$ cat config.mk
export PLATFORM = sky130hd
export DESIGN_NAME = sls_regs
export DESIGN_NICKNAME = d
export VERILOG_FILES = /design/src/common/sls_pkg.sv /design/src/rtl/sls_lane.sv /design/src/rtl/sls_regs.sv
export SDC_FILE = /design/constraint.sdc
export NUM_CORES = 1
export LEC_CHECK = 0
export BUFFER_PORTS_ARGS = -buffer_cell sky130_fd_sc_hd__buf_2
export CAP_MARGIN = 5
export CORE_MARGIN = 8
export CORE_UTILIZATION = 59
export DETAILED_ROUTE_END_ITERATION = 8
export GPL_ROUTABILITY_DRIVEN = 0
export PLACE_DENSITY = 0.89
export SLEW_MARGIN = 20
export SYNTH_ARGS = -nofsm -noshare
export SYNTH_HDL_FRONTEND = slang
export SYNTH_HIERARCHICAL = 1
export SYNTH_SLANG_ARGS = --single-unit
$ cat constraint.sdc
create_clock -name clk_sys -period 2.5 [get_ports clk_sys]
set_clock_uncertainty 0.05 [all_clocks]
set_input_delay 0.375 -clock clk_sys [delete_from_list [all_inputs] [get_ports clk_sys]]
set_output_delay 0.375 -clock clk_sys [all_outputs]
set_load 0.05 [all_outputs]
$ cat src/common/sls_pkg.sv
package sls_pkg;

	// ----------------------------------------------------------------
	// register word indices (byte address = index * 4)
	// ----------------------------------------------------------------
	localparam logic [11:0] IDX_LINK_PAGE = 12'h300;
	localparam logic [11:0] IDX_THRESHOLD = 12'h301;
	localparam logic [11:0] IDX_IRQ_STATUS = 12'h302;
	localparam logic [11:0] IDX_IRQ_MASK = 12'h303;
	localparam logic [11:0] IDX_LANE4_STATUS = 12'h4B4;
	localparam logic [11:0] IDX_LANE5_STATUS = 12'h4B5;

	// ----------------------------------------------------------------
	// bus widths and field positions
	// ----------------------------------------------------------------
	localparam int ADDR_W = 14;
	localparam int DATA_W = 32;
	localparam int IDX_LSB = 2;
	localparam int PAGE_BIT = 0;
	localparam int LANES_PER_LINK = 2;
	localparam int IRQ_ERR_OFS = 0;
	localparam int IRQ_LOCK_OFS = 1;
	localparam int IRQ_PER_LANE = 2;

	// ----------------------------------------------------------------
	// reset values and response codes
	// ----------------------------------------------------------------
	localparam logic [7:0] THRESHOLD_RESET = 8'hFF;
	localparam logic [7:0] STATUS_RESET = 8'h00;
	localparam logic PAGE_RESET = 1'b0;
	localparam logic [1:0] RESP_OKAY = 2'h0;
	localparam logic [1:0] RESP_DECODEERROR = 2'h3;

	// ----------------------------------------------------------------
	// carriers
	// ----------------------------------------------------------------
	typedef struct packed {
		logic disparity_err;
		logic bad_symbol_err;
		logic misplaced_control_err;
		logic deskew_ok;
		logic init_align_ok;
		logic frame_lock;
		logic comma_lock;
		logic cfg_valid;
		logic cfg_last;
		logic [7:0] cfg_byte;
	} sls_lane_in_type;

	typedef struct packed {
		logic disparity_err_flag;
		logic bad_symbol_err_flag;
		logic misplaced_control_err_flag;
		logic deskew_ok;
		logic init_align_ok;
		logic config_sum_ok;
		logic frame_lock;
		logic comma_lock;
	} sls_lane_status_type;

	typedef enum logic [0:0] {
		BUS_IDLE = 1'b0,
		BUS_ANSWER = 1'b1
	} sls_bus_state_type;

endpackage

$ cat src/rtl/sls_lane.sv
module sls_lane #(
	parameter int CNT_W = 8
) (
	input wire logic clk_sys,
	input wire logic reset,
	input wire logic link_reset,
	input sls_pkg::sls_lane_in_type lane_in,
	input wire logic [7:0] error_count_threshold,
	output sls_pkg::sls_lane_status_type status
);
	import sls_pkg::*;

	// ----------------------------------------------------------------
	// error counters, one per error type
	// ----------------------------------------------------------------
	logic [2:0] err_event;
	logic [2:0] err_flag;
	logic [CNT_W-1:0] thresh_ext;
	logic [7:0] sum_q;
	logic [7:0] sum_d;
	logic sum_ok_q;
	sls_lane_status_type status_q;

	assign err_event = {lane_in.disparity_err, lane_in.bad_symbol_err, lane_in.misplaced_control_err};
	assign thresh_ext = CNT_W'(error_count_threshold);

	generate
		if (CNT_W < 8) begin : g_bad_width
			$error("sls_lane: CNT_W must be at least 8");
		end
		for (genvar e = 0; e < 3; e++) begin : g_err
			logic [CNT_W-1:0] cnt_q;
			logic sat;
			assign sat = &cnt_q;
			// saturate so a burst never wraps the flag back to clear
			always_ff @(posedge clk_sys) begin
				if (reset || link_reset) begin
					cnt_q <= '0;
				end else if (err_event[e] && !sat) begin
					cnt_q <= cnt_q + CNT_W'(1);
				end
			end
			assign err_flag[e] = (cnt_q >= thresh_ext);
		end
	endgenerate

	// ----------------------------------------------------------------
	// configuration checksum over the alignment sequence
	// ----------------------------------------------------------------
	assign sum_d = sum_q + lane_in.cfg_byte;

	always_ff @(posedge clk_sys) begin
		if (reset || link_reset) begin
			sum_q <= '0;
			sum_ok_q <= 1'b0;
		end else if (lane_in.cfg_valid && lane_in.cfg_last) begin
			sum_ok_q <= (sum_q == lane_in.cfg_byte);
			sum_q <= '0;
		end else if (lane_in.cfg_valid) begin
			sum_q <= sum_d;
		end
	end

	// ----------------------------------------------------------------
	// status byte
	// ----------------------------------------------------------------
	always_ff @(posedge clk_sys) begin
		if (reset) begin
			status_q <= STATUS_RESET;
		end else begin
			status_q.disparity_err_flag <= err_flag[2];
			status_q.bad_symbol_err_flag <= err_flag[1];
			status_q.misplaced_control_err_flag <= err_flag[0];
			status_q.deskew_ok <= lane_in.deskew_ok;
			status_q.init_align_ok <= lane_in.init_align_ok;
			status_q.config_sum_ok <= sum_ok_q;
			status_q.frame_lock <= lane_in.frame_lock;
			status_q.comma_lock <= lane_in.comma_lock;
		end
	end

	assign status = status_q;

endmodule

$ cat src/rtl/sls_regs.sv
// Notes on behaviour
// - bit 7: disparity count reached threshold
// - bit 6: bad-symbol count reached threshold
// - bit 5: misplaced control count reached threshold
// - bit 4: lane deskewed against others
// - bit 3: initial alignment synchronization achieved
// - bit 2: computed configuration checksum matches
// - bit 1: frame synchronization achieved
// - bit 0: code group lock achieved
// - status read for link chosen by page
//
// Design decision made here: the Avalon-MM slave port.
module sls_regs #(
	parameter int NUM_LINKS = 2,
	parameter int CNT_W = 8
) (
	input wire logic clk_sys,
	input wire logic reset,
	input wire logic [NUM_LINKS-1:0] link_reset,
	input sls_pkg::sls_lane_in_type lane_in [NUM_LINKS*sls_pkg::LANES_PER_LINK],
	input wire logic [sls_pkg::ADDR_W-1:0] avs_address,
	input wire logic avs_read,
	input wire logic avs_write,
	input wire logic [sls_pkg::DATA_W-1:0] avs_writedata,
	input wire logic [3:0] avs_byteenable,
	output logic [sls_pkg::DATA_W-1:0] avs_readdata,
	output logic [1:0] avs_response,
	output logic avs_waitrequest,
	output logic irq
);
	import sls_pkg::*;

	localparam int NUM_LANES = NUM_LINKS * LANES_PER_LINK;
	localparam int IRQ_W = NUM_LANES * IRQ_PER_LANE;

	generate
		if (NUM_LINKS < 1 || NUM_LINKS > 2) begin : g_bad_links
			$error("sls_regs: NUM_LINKS must be 1 or 2");
		end
	endgenerate

	// ----------------------------------------------------------------
	// state
	// ----------------------------------------------------------------
	sls_bus_state_type bus_q;
	sls_bus_state_type bus_d;
	logic [DATA_W-1:0] rdata_q;
	logic [1:0] resp_q;
	logic irq_q;
	logic page_q;
	logic [7:0] threshold_q;
	logic [IRQ_W-1:0] irq_status_q;
	logic [IRQ_W-1:0] irq_status_d;
	logic [IRQ_W-1:0] irq_mask_q;
	sls_lane_status_type lane_status [NUM_LANES];
	sls_lane_status_type lane_prev_q [NUM_LANES];
	logic [IRQ_W-1:0] irq_event;

	// ----------------------------------------------------------------
	// per-lane status logic
	// ----------------------------------------------------------------
	generate
		for (genvar l = 0; l < NUM_LANES; l++) begin : g_lane
			logic err_now;
			logic err_before;

			sls_lane #(
				.CNT_W(CNT_W)
			) u_lane (
				.clk_sys(clk_sys),
				.reset(reset),
				.link_reset(link_reset[l / LANES_PER_LINK]),
				.lane_in(lane_in[l]),
				.error_count_threshold(threshold_q),
				.status(lane_status[l])
			);

			always_ff @(posedge clk_sys) begin
				if (reset) begin
					lane_prev_q[l] <= STATUS_RESET;
				end else begin
					lane_prev_q[l] <= lane_status[l];
				end
			end

			assign err_now = lane_status[l].disparity_err_flag | lane_status[l].bad_symbol_err_flag |
				lane_status[l].misplaced_control_err_flag;
			assign err_before = lane_prev_q[l].disparity_err_flag | lane_prev_q[l].bad_symbol_err_flag |
				lane_prev_q[l].misplaced_control_err_flag;
			// an error flag rising while none was set, and code group lock being lost
			assign irq_event[l*IRQ_PER_LANE+IRQ_ERR_OFS] = err_now & ~err_before;
			assign irq_event[l*IRQ_PER_LANE+IRQ_LOCK_OFS] = lane_prev_q[l].comma_lock & ~lane_status[l].comma_lock;
		end
	endgenerate

	// ----------------------------------------------------------------
	// address decode
	// ----------------------------------------------------------------
	logic [11:0] word_idx;
	logic hit_page;
	logic hit_thresh;
	logic hit_irq_stat;
	logic hit_irq_mask;
	logic hit_lane4;
	logic hit_lane5;
	logic hit_any;
	logic req;
	logic accept;
	logic wr_take;
	logic wr_lane0;

	assign word_idx = avs_address[ADDR_W-1:IDX_LSB];
	assign hit_page = (word_idx == IDX_LINK_PAGE);
	assign hit_thresh = (word_idx == IDX_THRESHOLD);
	assign hit_irq_stat = (word_idx == IDX_IRQ_STATUS);
	assign hit_irq_mask = (word_idx == IDX_IRQ_MASK);
	assign hit_lane4 = (word_idx == IDX_LANE4_STATUS);
	assign hit_lane5 = (word_idx == IDX_LANE5_STATUS);
	assign hit_any = hit_page | hit_thresh | hit_irq_stat | hit_irq_mask | hit_lane4 | hit_lane5;

	assign req = avs_read | avs_write;
	// request is captured in idle, answered one cycle later
	assign accept = req && (bus_q == BUS_IDLE);
	// writes land on the edge where waitrequest is seen low
	assign wr_take = avs_write && (bus_q == BUS_ANSWER);
	assign wr_lane0 = wr_take && avs_byteenable[0];

	// ----------------------------------------------------------------
	// paged lane status
	// ----------------------------------------------------------------
	logic page_valid;
	logic [7:0] lane4_view;
	logic [7:0] lane5_view;

	// status always follows the page; a page with no link reads zero
	assign page_valid = (32'(page_q) < 32'(NUM_LINKS));
	assign lane4_view = page_valid ? lane_status[int'(page_q) * LANES_PER_LINK] : STATUS_RESET;
	assign lane5_view = page_valid ? lane_status[int'(page_q) * LANES_PER_LINK + 1] : STATUS_RESET;

	// ----------------------------------------------------------------
	// read mux
	// ----------------------------------------------------------------
	logic [DATA_W-1:0] rdata_d;

	assign rdata_d = hit_page ? DATA_W'(page_q) :
		hit_thresh ? DATA_W'(threshold_q) :
		hit_irq_stat ? DATA_W'(irq_status_q) :
		hit_irq_mask ? DATA_W'(irq_mask_q) :
		hit_lane4 ? DATA_W'(lane4_view) :
		hit_lane5 ? DATA_W'(lane5_view) : '0;

	// ----------------------------------------------------------------
	// bus handshake
	// ----------------------------------------------------------------
	always_comb begin
		bus_d = bus_q;
		unique case (bus_q)
			BUS_IDLE: begin
				if (req) begin
					bus_d = BUS_ANSWER;
				end
			end
			BUS_ANSWER: begin
				bus_d = BUS_IDLE;
			end
		endcase
	end

	always_ff @(posedge clk_sys) begin
		if (reset) begin
			bus_q <= BUS_IDLE;
		end else begin
			bus_q <= bus_d;
		end
	end

	always_ff @(posedge clk_sys) begin
		if (reset) begin
			rdata_q <= '0;
			resp_q <= RESP_OKAY;
		end else if (accept) begin
			rdata_q <= avs_read ? rdata_d : '0;
			resp_q <= hit_any ? RESP_OKAY : RESP_DECODEERROR;
		end
	end

	// ----------------------------------------------------------------
	// writable registers
	// ----------------------------------------------------------------
	always_ff @(posedge clk_sys) begin
		if (reset) begin
			page_q <= PAGE_RESET;
			threshold_q <= THRESHOLD_RESET;
			irq_mask_q <= '0;
		end else if (wr_lane0) begin
			if (hit_page) begin
				page_q <= avs_writedata[PAGE_BIT];
			end
			if (hit_thresh) begin
				threshold_q <= avs_writedata[7:0];
			end
			if (hit_irq_mask) begin
				irq_mask_q <= avs_writedata[IRQ_W-1:0];
			end
		end
	end

	// ----------------------------------------------------------------
	// interrupt status: write one to clear, a new event wins
	// ----------------------------------------------------------------
	logic [IRQ_W-1:0] irq_clear;

	assign irq_clear = (wr_lane0 && hit_irq_stat) ? avs_writedata[IRQ_W-1:0] : '0;
	assign irq_status_d = (irq_status_q & ~irq_clear) | irq_event;

	always_ff @(posedge clk_sys) begin
		if (reset) begin
			irq_status_q <= '0;
			irq_q <= 1'b0;
		end else begin
			irq_status_q <= irq_status_d;
			irq_q <= |(irq_status_d & irq_mask_q);
		end
	end

	// ----------------------------------------------------------------
	// outputs
	// ----------------------------------------------------------------
	assign avs_readdata = rdata_q;
	assign avs_response = resp_q;
	// high in idle so no request completes without being captured
	assign avs_waitrequest = (bus_q == BUS_IDLE);
	assign irq = irq_q;

endmodule

---- After elaboration in Yosys (flattened, before gate mapping) ----
Memories as Yosys holds them, arrays and structs flattened.
Cells that the tools add are included.
word-level totals
  memories ................................ 1
  input bits .............................. 124
  logic and storage cells ................. 229
  output and inout port bits .............. 36
  bits in writable memories ............... 32
  flip-flop bits (word level) ............. 225
cells by class
  multiplexer cells ....................... 24
  order comparisons ....................... 14
  reductions and logical operators ........ 54
  bitwise gates (word level) .............. 49
  $add $sub $neg .......................... 17
  equal/unequal tests ..................... 10
memories
  name         words  width  read ports  clocked after Yosys merged registers in  write ports  line            RTL
  lane_prev_q  4      8      4           0                                        4            sls_regs.sv:56  sls_lane_status_type lane_prev_q [NUM_LANES];
operators by type and width
  cell                                                   number
  2-to-1 mux 8 bit                                       16
  adder 8 x 1 -> 8 bit (second input constant)           12
  >= comparator 8 bit                                    12
  AND reduction 8 bit                                    12
  >= comparator 32 x 3 -> 1 bit (second input constant)  2
  == test 12 x 10 -> 1 bit (second input constant)       4
  adder 8 bit                                            4
  binary-select mux 8 bit (select 2 bit)                 2
  == test 8 bit                                          4
  NOT 2 -> 32 bit                                        1
  NOT 3 -> 32 bit                                        1
  bitwise OR 1 bit                                       26
  == test 12 x 11 -> 1 bit (second input constant)       2
  logical AND 1 bit                                      20
  bitwise AND 8 bit                                      2
  logical NOT 1 bit                                      12
  NOT 1 bit                                              9
  bitwise AND 1 bit                                      8
  NOT 8 bit                                              1
  bitwise OR 8 bit                                       1
  OR reduction 2 bit                                     4
  OR reduction 8 bit                                     1
  AND reduction 2 bit                                    3
  2-to-1 mux 1 bit                                       4
  other kinds (4)                                        5

---- Logic depth before layout (Yosys ltp) ----
  depth in word-level cells ............... 12
  mapped depth ............................ 7
  depth with buffers taken out ............ 7

---- Hierarchy ----
The synthesis kept the hierarchy.
by module, submodules not included
  module    cells an instance  sequential area each (um^2)  area each (um^2)  instances
  sls_lane  281                820.8                        2,539.9           4
  sls_regs  314                1,041.0                      2,811.4           1

---- Worst setup path before layout ----
Ideal clock, no wire load.
  path kind ............................... input port to flip-flop
  start ................................... input port lane_in[51] (netlist bit)
  end ..................................... register g_lane[0].u_lane.sum_q[6]
  library setup time ...................... 0.122 ns
  arrival ................................. 1.828 ns
  stages .................................. 7
  data required time ...................... 2.328 ns
  slack ................................... 0.500 ns
  path buffers ............................ 0
  cell sequence ........................... ha_1 -> fa_1 -> a21o_1 -> a21oi_2 -> o21ai_2 -> mux2i_1 -> a311o_1
between the ends
  longest elaborated chain between the ends .. 1
RTL lines
  what                  line            RTL
  from (decl)           sls_regs.sv:20  input sls_pkg::sls_lane_in_type lane_in [NUM_LINKS*sls_pkg::LANES_PER_LINK],
  adder 8 bit           sls_lane.sv:50  assign sum_d = sum_q + lane_in.cfg_byte;
  to (signal assigned)  sls_lane.sv:60  sum_q <= sum_d;
  to (decl)             sls_lane.sv:19  logic [7:0] sum_q;
No other way between the ends.
A chain may end at the register's enable or synchronous reset.

---- Final worst setup path ----
  start ................................... register g_lane[3].u_lane.sum_q[0]
  end ..................................... register g_lane[3].u_lane.sum_q[6]
between the ends
  longest elaborated chain between the ends .. 1
RTL lines
  what                    line
  from (decl)             sls_lane.sv:19
  from (signal assigned)  sls_lane.sv:60
  adder 8 bit             sls_lane.sv:50
No other way between the ends.

==> results.py <==
metrics = {
    "worst_setup_path": {
        "crit_fanout": 3,
        "endpoint_kind": "register",
        "crit_path_max_incr_delay_ns": 0.42,
        "start_kind": "register",
        "path_delay_family": "compound AO/OA/AOI/OAI gates",
        "cp_data_required_time_ns": 2.84,
        "crit_chain": "ha_1 > fa_1 > a21o_1 > a21oi_2 > o21ai_2 > mux2i_1 > a311o_1",
        "arrival_ns": 2.40,
        "critPathSlowestCell": "fa_1",
        "worstSetupPathType": "register to register",
        "critPathBufInv": 0,
        "ff2ff_setup_slack_ns": 0.44,
    },
    "final_layout": {
        "final_common_cell": "dfxtp_1",
        "final_nets": 1808,
        "layout_common_cells": "216 x dfxtp_1, 153 x nor2_1, 136 x ha_1, 105 x buf_2, 83 x nand2_1",
        "drive_above_1_share_pct": 14.48,
        "fin_area_um2": 14490,
        "syn_to_final_growth_pct": 11.71,
        "fillers": 1659,
    },
    "floorplan": {
        "dieArea_um2": 26990,
        "die_h_um": 164.3,
        "io_pins": 160,
        "core_um2": 21690,
        "rows": 54,
        "start_util_pct": 59.81,
        "fp.dieW_um": 164.3,
    },
    "synth": {
        "syn_inst": 1438,
        "ys_warn_count": 6,
        "ys_ff_latch": 216,
        "synth-edff-count": 0,
        "synth_top_cell_area_share_pct": 33.34,
        "synth_top_cell_by_area": "dfxtp_1",
        "synth_cell_type_count": 72,
        "ys_seq_area_share_pct": 33.34,
        "yosys_most_used_dff": "dfxtp_1",
        "syn_area_per_cell_um2": 9.020,
        "synthTopCellsByArea": "dfxtp_1 33%, ha_1 13%, nor2_1 4.4%",
        "synth_area_um2": 12970,
        "async_flop_share_pct": 0,
    },
    "cts": {
        "clockRootBuffer": "clkbuf_16",
        "post-cts-setup-buffer-count": 0,
        "numCtsBuffers": 23,
        "ctsHoldBuffers": 0,
        "h-tree-depth": 1,
        "cts_sinks": 216,
        "cts_resized": 0,
        "clk_path_buf_depth": 3,
        "clk_pin_slew_ns": 0.06,
        "clock_latency_ns": 0.51,
        "cts_tree": "yes",
    },
    "flow_run": {
        "maxCapViolations": 0,
    },
    "routing": {
        "ant_nets": 0,
        "dr.pass1.iters": 5,
        "wl_per_cell_um": 16.83,
        "avgViaCountPerCell": 5.974,
        "drtIter0Drc": 777,
        "via_count": 11010,
        "drc_errors": 0,
        "wirelength_um": 31000,
    },
    "sta": {
        "fmax_mhz": 485.8,
        "worstMarginPinSlew_ns": 0.5482,
        "rsz0062_at_grt": "no",
        "setup_viol": 0,
        "setup_tns_ns": 0,
        "final-hold-violation-count": 0,
        "slew_headroom_pct": 63.38,
        "drv_slew": 0,
        "min_period_ns": 2.058,
        "min_period_over_period_pct": 82.33,
    },
    "grt": {
        "antenna_found_initial": 1,
        "grt_max_degree": 37,
        "grt_first_pass_wirelength_um": 51250,
        "track_usage_pct": 22.60,
        "grt-ovfl-total": 0,
        "grt_pass1_vias": 10800,
    },
    "placement": {
        "post-dp-hpwl_um": 22580,
        "portBuffers": 106,
        "placed_cell_area_um2": 13640,
    },
    "power": {
        "p_per_area_nw_per_um2": 558.0,
        "ir_worst_vdd_uv": 339.1,
        "power_uw": 8085,
        "p_leak_uw": 0.006960,
    },
    "worst_hold_path": {
        "hp-class": "primary input to register",
    },
    "outcome": {
        "status": "finished, final reports clean",
    },
}
[power by group]
group	switching [uW]	internal (uW)
logic	464	275
clock network	1440	2370
registers	40.0	3500
[state kept, by name, indices dropped and copies added (netlist names), 4 cells and up]
| signal | count |
|---|---|
| irq_mask_q | 8 |
| irq_status_q | 8 |
| lane_prev_q | 16 |
| avs_readdata | 8 |
| threshold_q | 8 |
| g_lane.u_lane/sum_q | 32 |
| g_lane.u_lane/sum_ok_q | 4 |
| g_lane.u_lane/g_err.cnt_q | 96 |
| g_lane.u_lane/status | 32 |
[Yosys cell counts, types with 5 or more instances]
| cell | instances |
|---|---|
| nand2b_1 | 19 |
| mux2i_1 | 46 |
| clkbuf_1 | 10 |
| a31oi_1 | 27 |
| buf_6 | 6 |
| nand4b_1 | 8 |
| nor2b_1 | 45 |
| o21ai_1 | 16 |
| nor3_2 | 6 |
| a211oi_1 | 8 |
| nand3_1 | 45 |
| nand2_1 | 83 |
| nand2_2 | 8 |
| o211ai_1 | 5 |
| o21ai_0 | 29 |
| and3_1 | 34 |
| buf_2 | 12 |
| inv_1 | 76 |
| nor3_1 | 31 |
| nor4_1 | 6 |
| mux4_2 | 8 |
| buf_4 | 30 |
| ha_1 | 136 |
| o31ai_4 | 5 |
| o31ai_1 | 6 |
| a221o_1 | 6 |
| nor2_1 | 153 |
| and4_1 | 23 |
| xor2_1 | 28 |
| o211a_1 | 6 |
| nand3b_1 | 12 |
| or3_1 | 11 |
| dfxtp_1 | 216 |
| a21oi_1 | 59 |
| a311o_1 | 8 |
| a21o_1 | 44 |
| xnor2_1 | 48 |
| a211o_1 | 9 |
| nor3b_1 | 5 |
| nand4_1 | 32 |
[cell families (layout without fill, tap and decap cells)]
group           after synthesis  in the layout  synth area share (%)
mux                          58             58                 5.286
flops                       216            216                 33.34
simple gates                544            544                 22.40
xor+xnor                     76             76                 5.132
fa+ha+maj                   140            140                 13.74
buf+inv                     138            238                 5.334
other cells                   1             25               0.02891
compound gates              265            265                 14.75
[cell type report]
cell class | instances | area (um^2) | area share (%)
Antenna cell | 1 | 2.502 | 0.01727
Timing Repair Buffer | 120 | 638.1 | 4.404
Tap cell | 280 | 350.3 | 2.418
Multi-Input combinational cell | 1107 | 8041 | 55.50
Clock inverter | 17 | 245.2 | 1.692
Clock buffer | 25 | 603.1 | 4.162
Sequential cell | 216 | 4324 | 29.84
Inverter | 76 | 285.3 | 1.969
[layer usage]
| layer | GRT usage (%) | vias to the layer above | wire [um] |
|---|---|---|---|
| met2 | 38.31 | 388 | 14540 |
| li1 | - | 5336 | - |
| met3 | 3.258 | 91 | 2182 |
| met5 | 0 | - | 0 |
| met1 | 27.67 | 5190 | 12930 |
| met4 | 10.99 | 0 | 1349 |
[path summary, 6_finish.rpt]
check,from,end,cells after the start
worst max-delay path,g_lane[3].u_lane/sum_q[0],g_lane[3].u_lane/sum_q[6],7
worst min-delay path,lane_in[62],g_lane[0].u_lane/status[1],2
worst max register to register,g_lane[3].u_lane/sum_q[0],g_lane[3].u_lane/sum_q[6],7
worst min register to register,avs_readdata[4],avs_readdata[4],2
[per-stage QoR]
stage                     std cells  hold WS [ns]  utilization [%]  setup slack (ns)
after floorplan                1461        0.3818                -            0.5000
after global placement         1799        0.3920            62.89            0.3347
after detailed placement       1799        0.3966            62.89            0.2788
after CTS                      1841      0.007193            66.80            0.4487
after global routing           1842       0.01260            66.81            0.3694
final                          1842       0.02045            66.81            0.4416
Note: power is estimated with default switching activity, not from simulation.
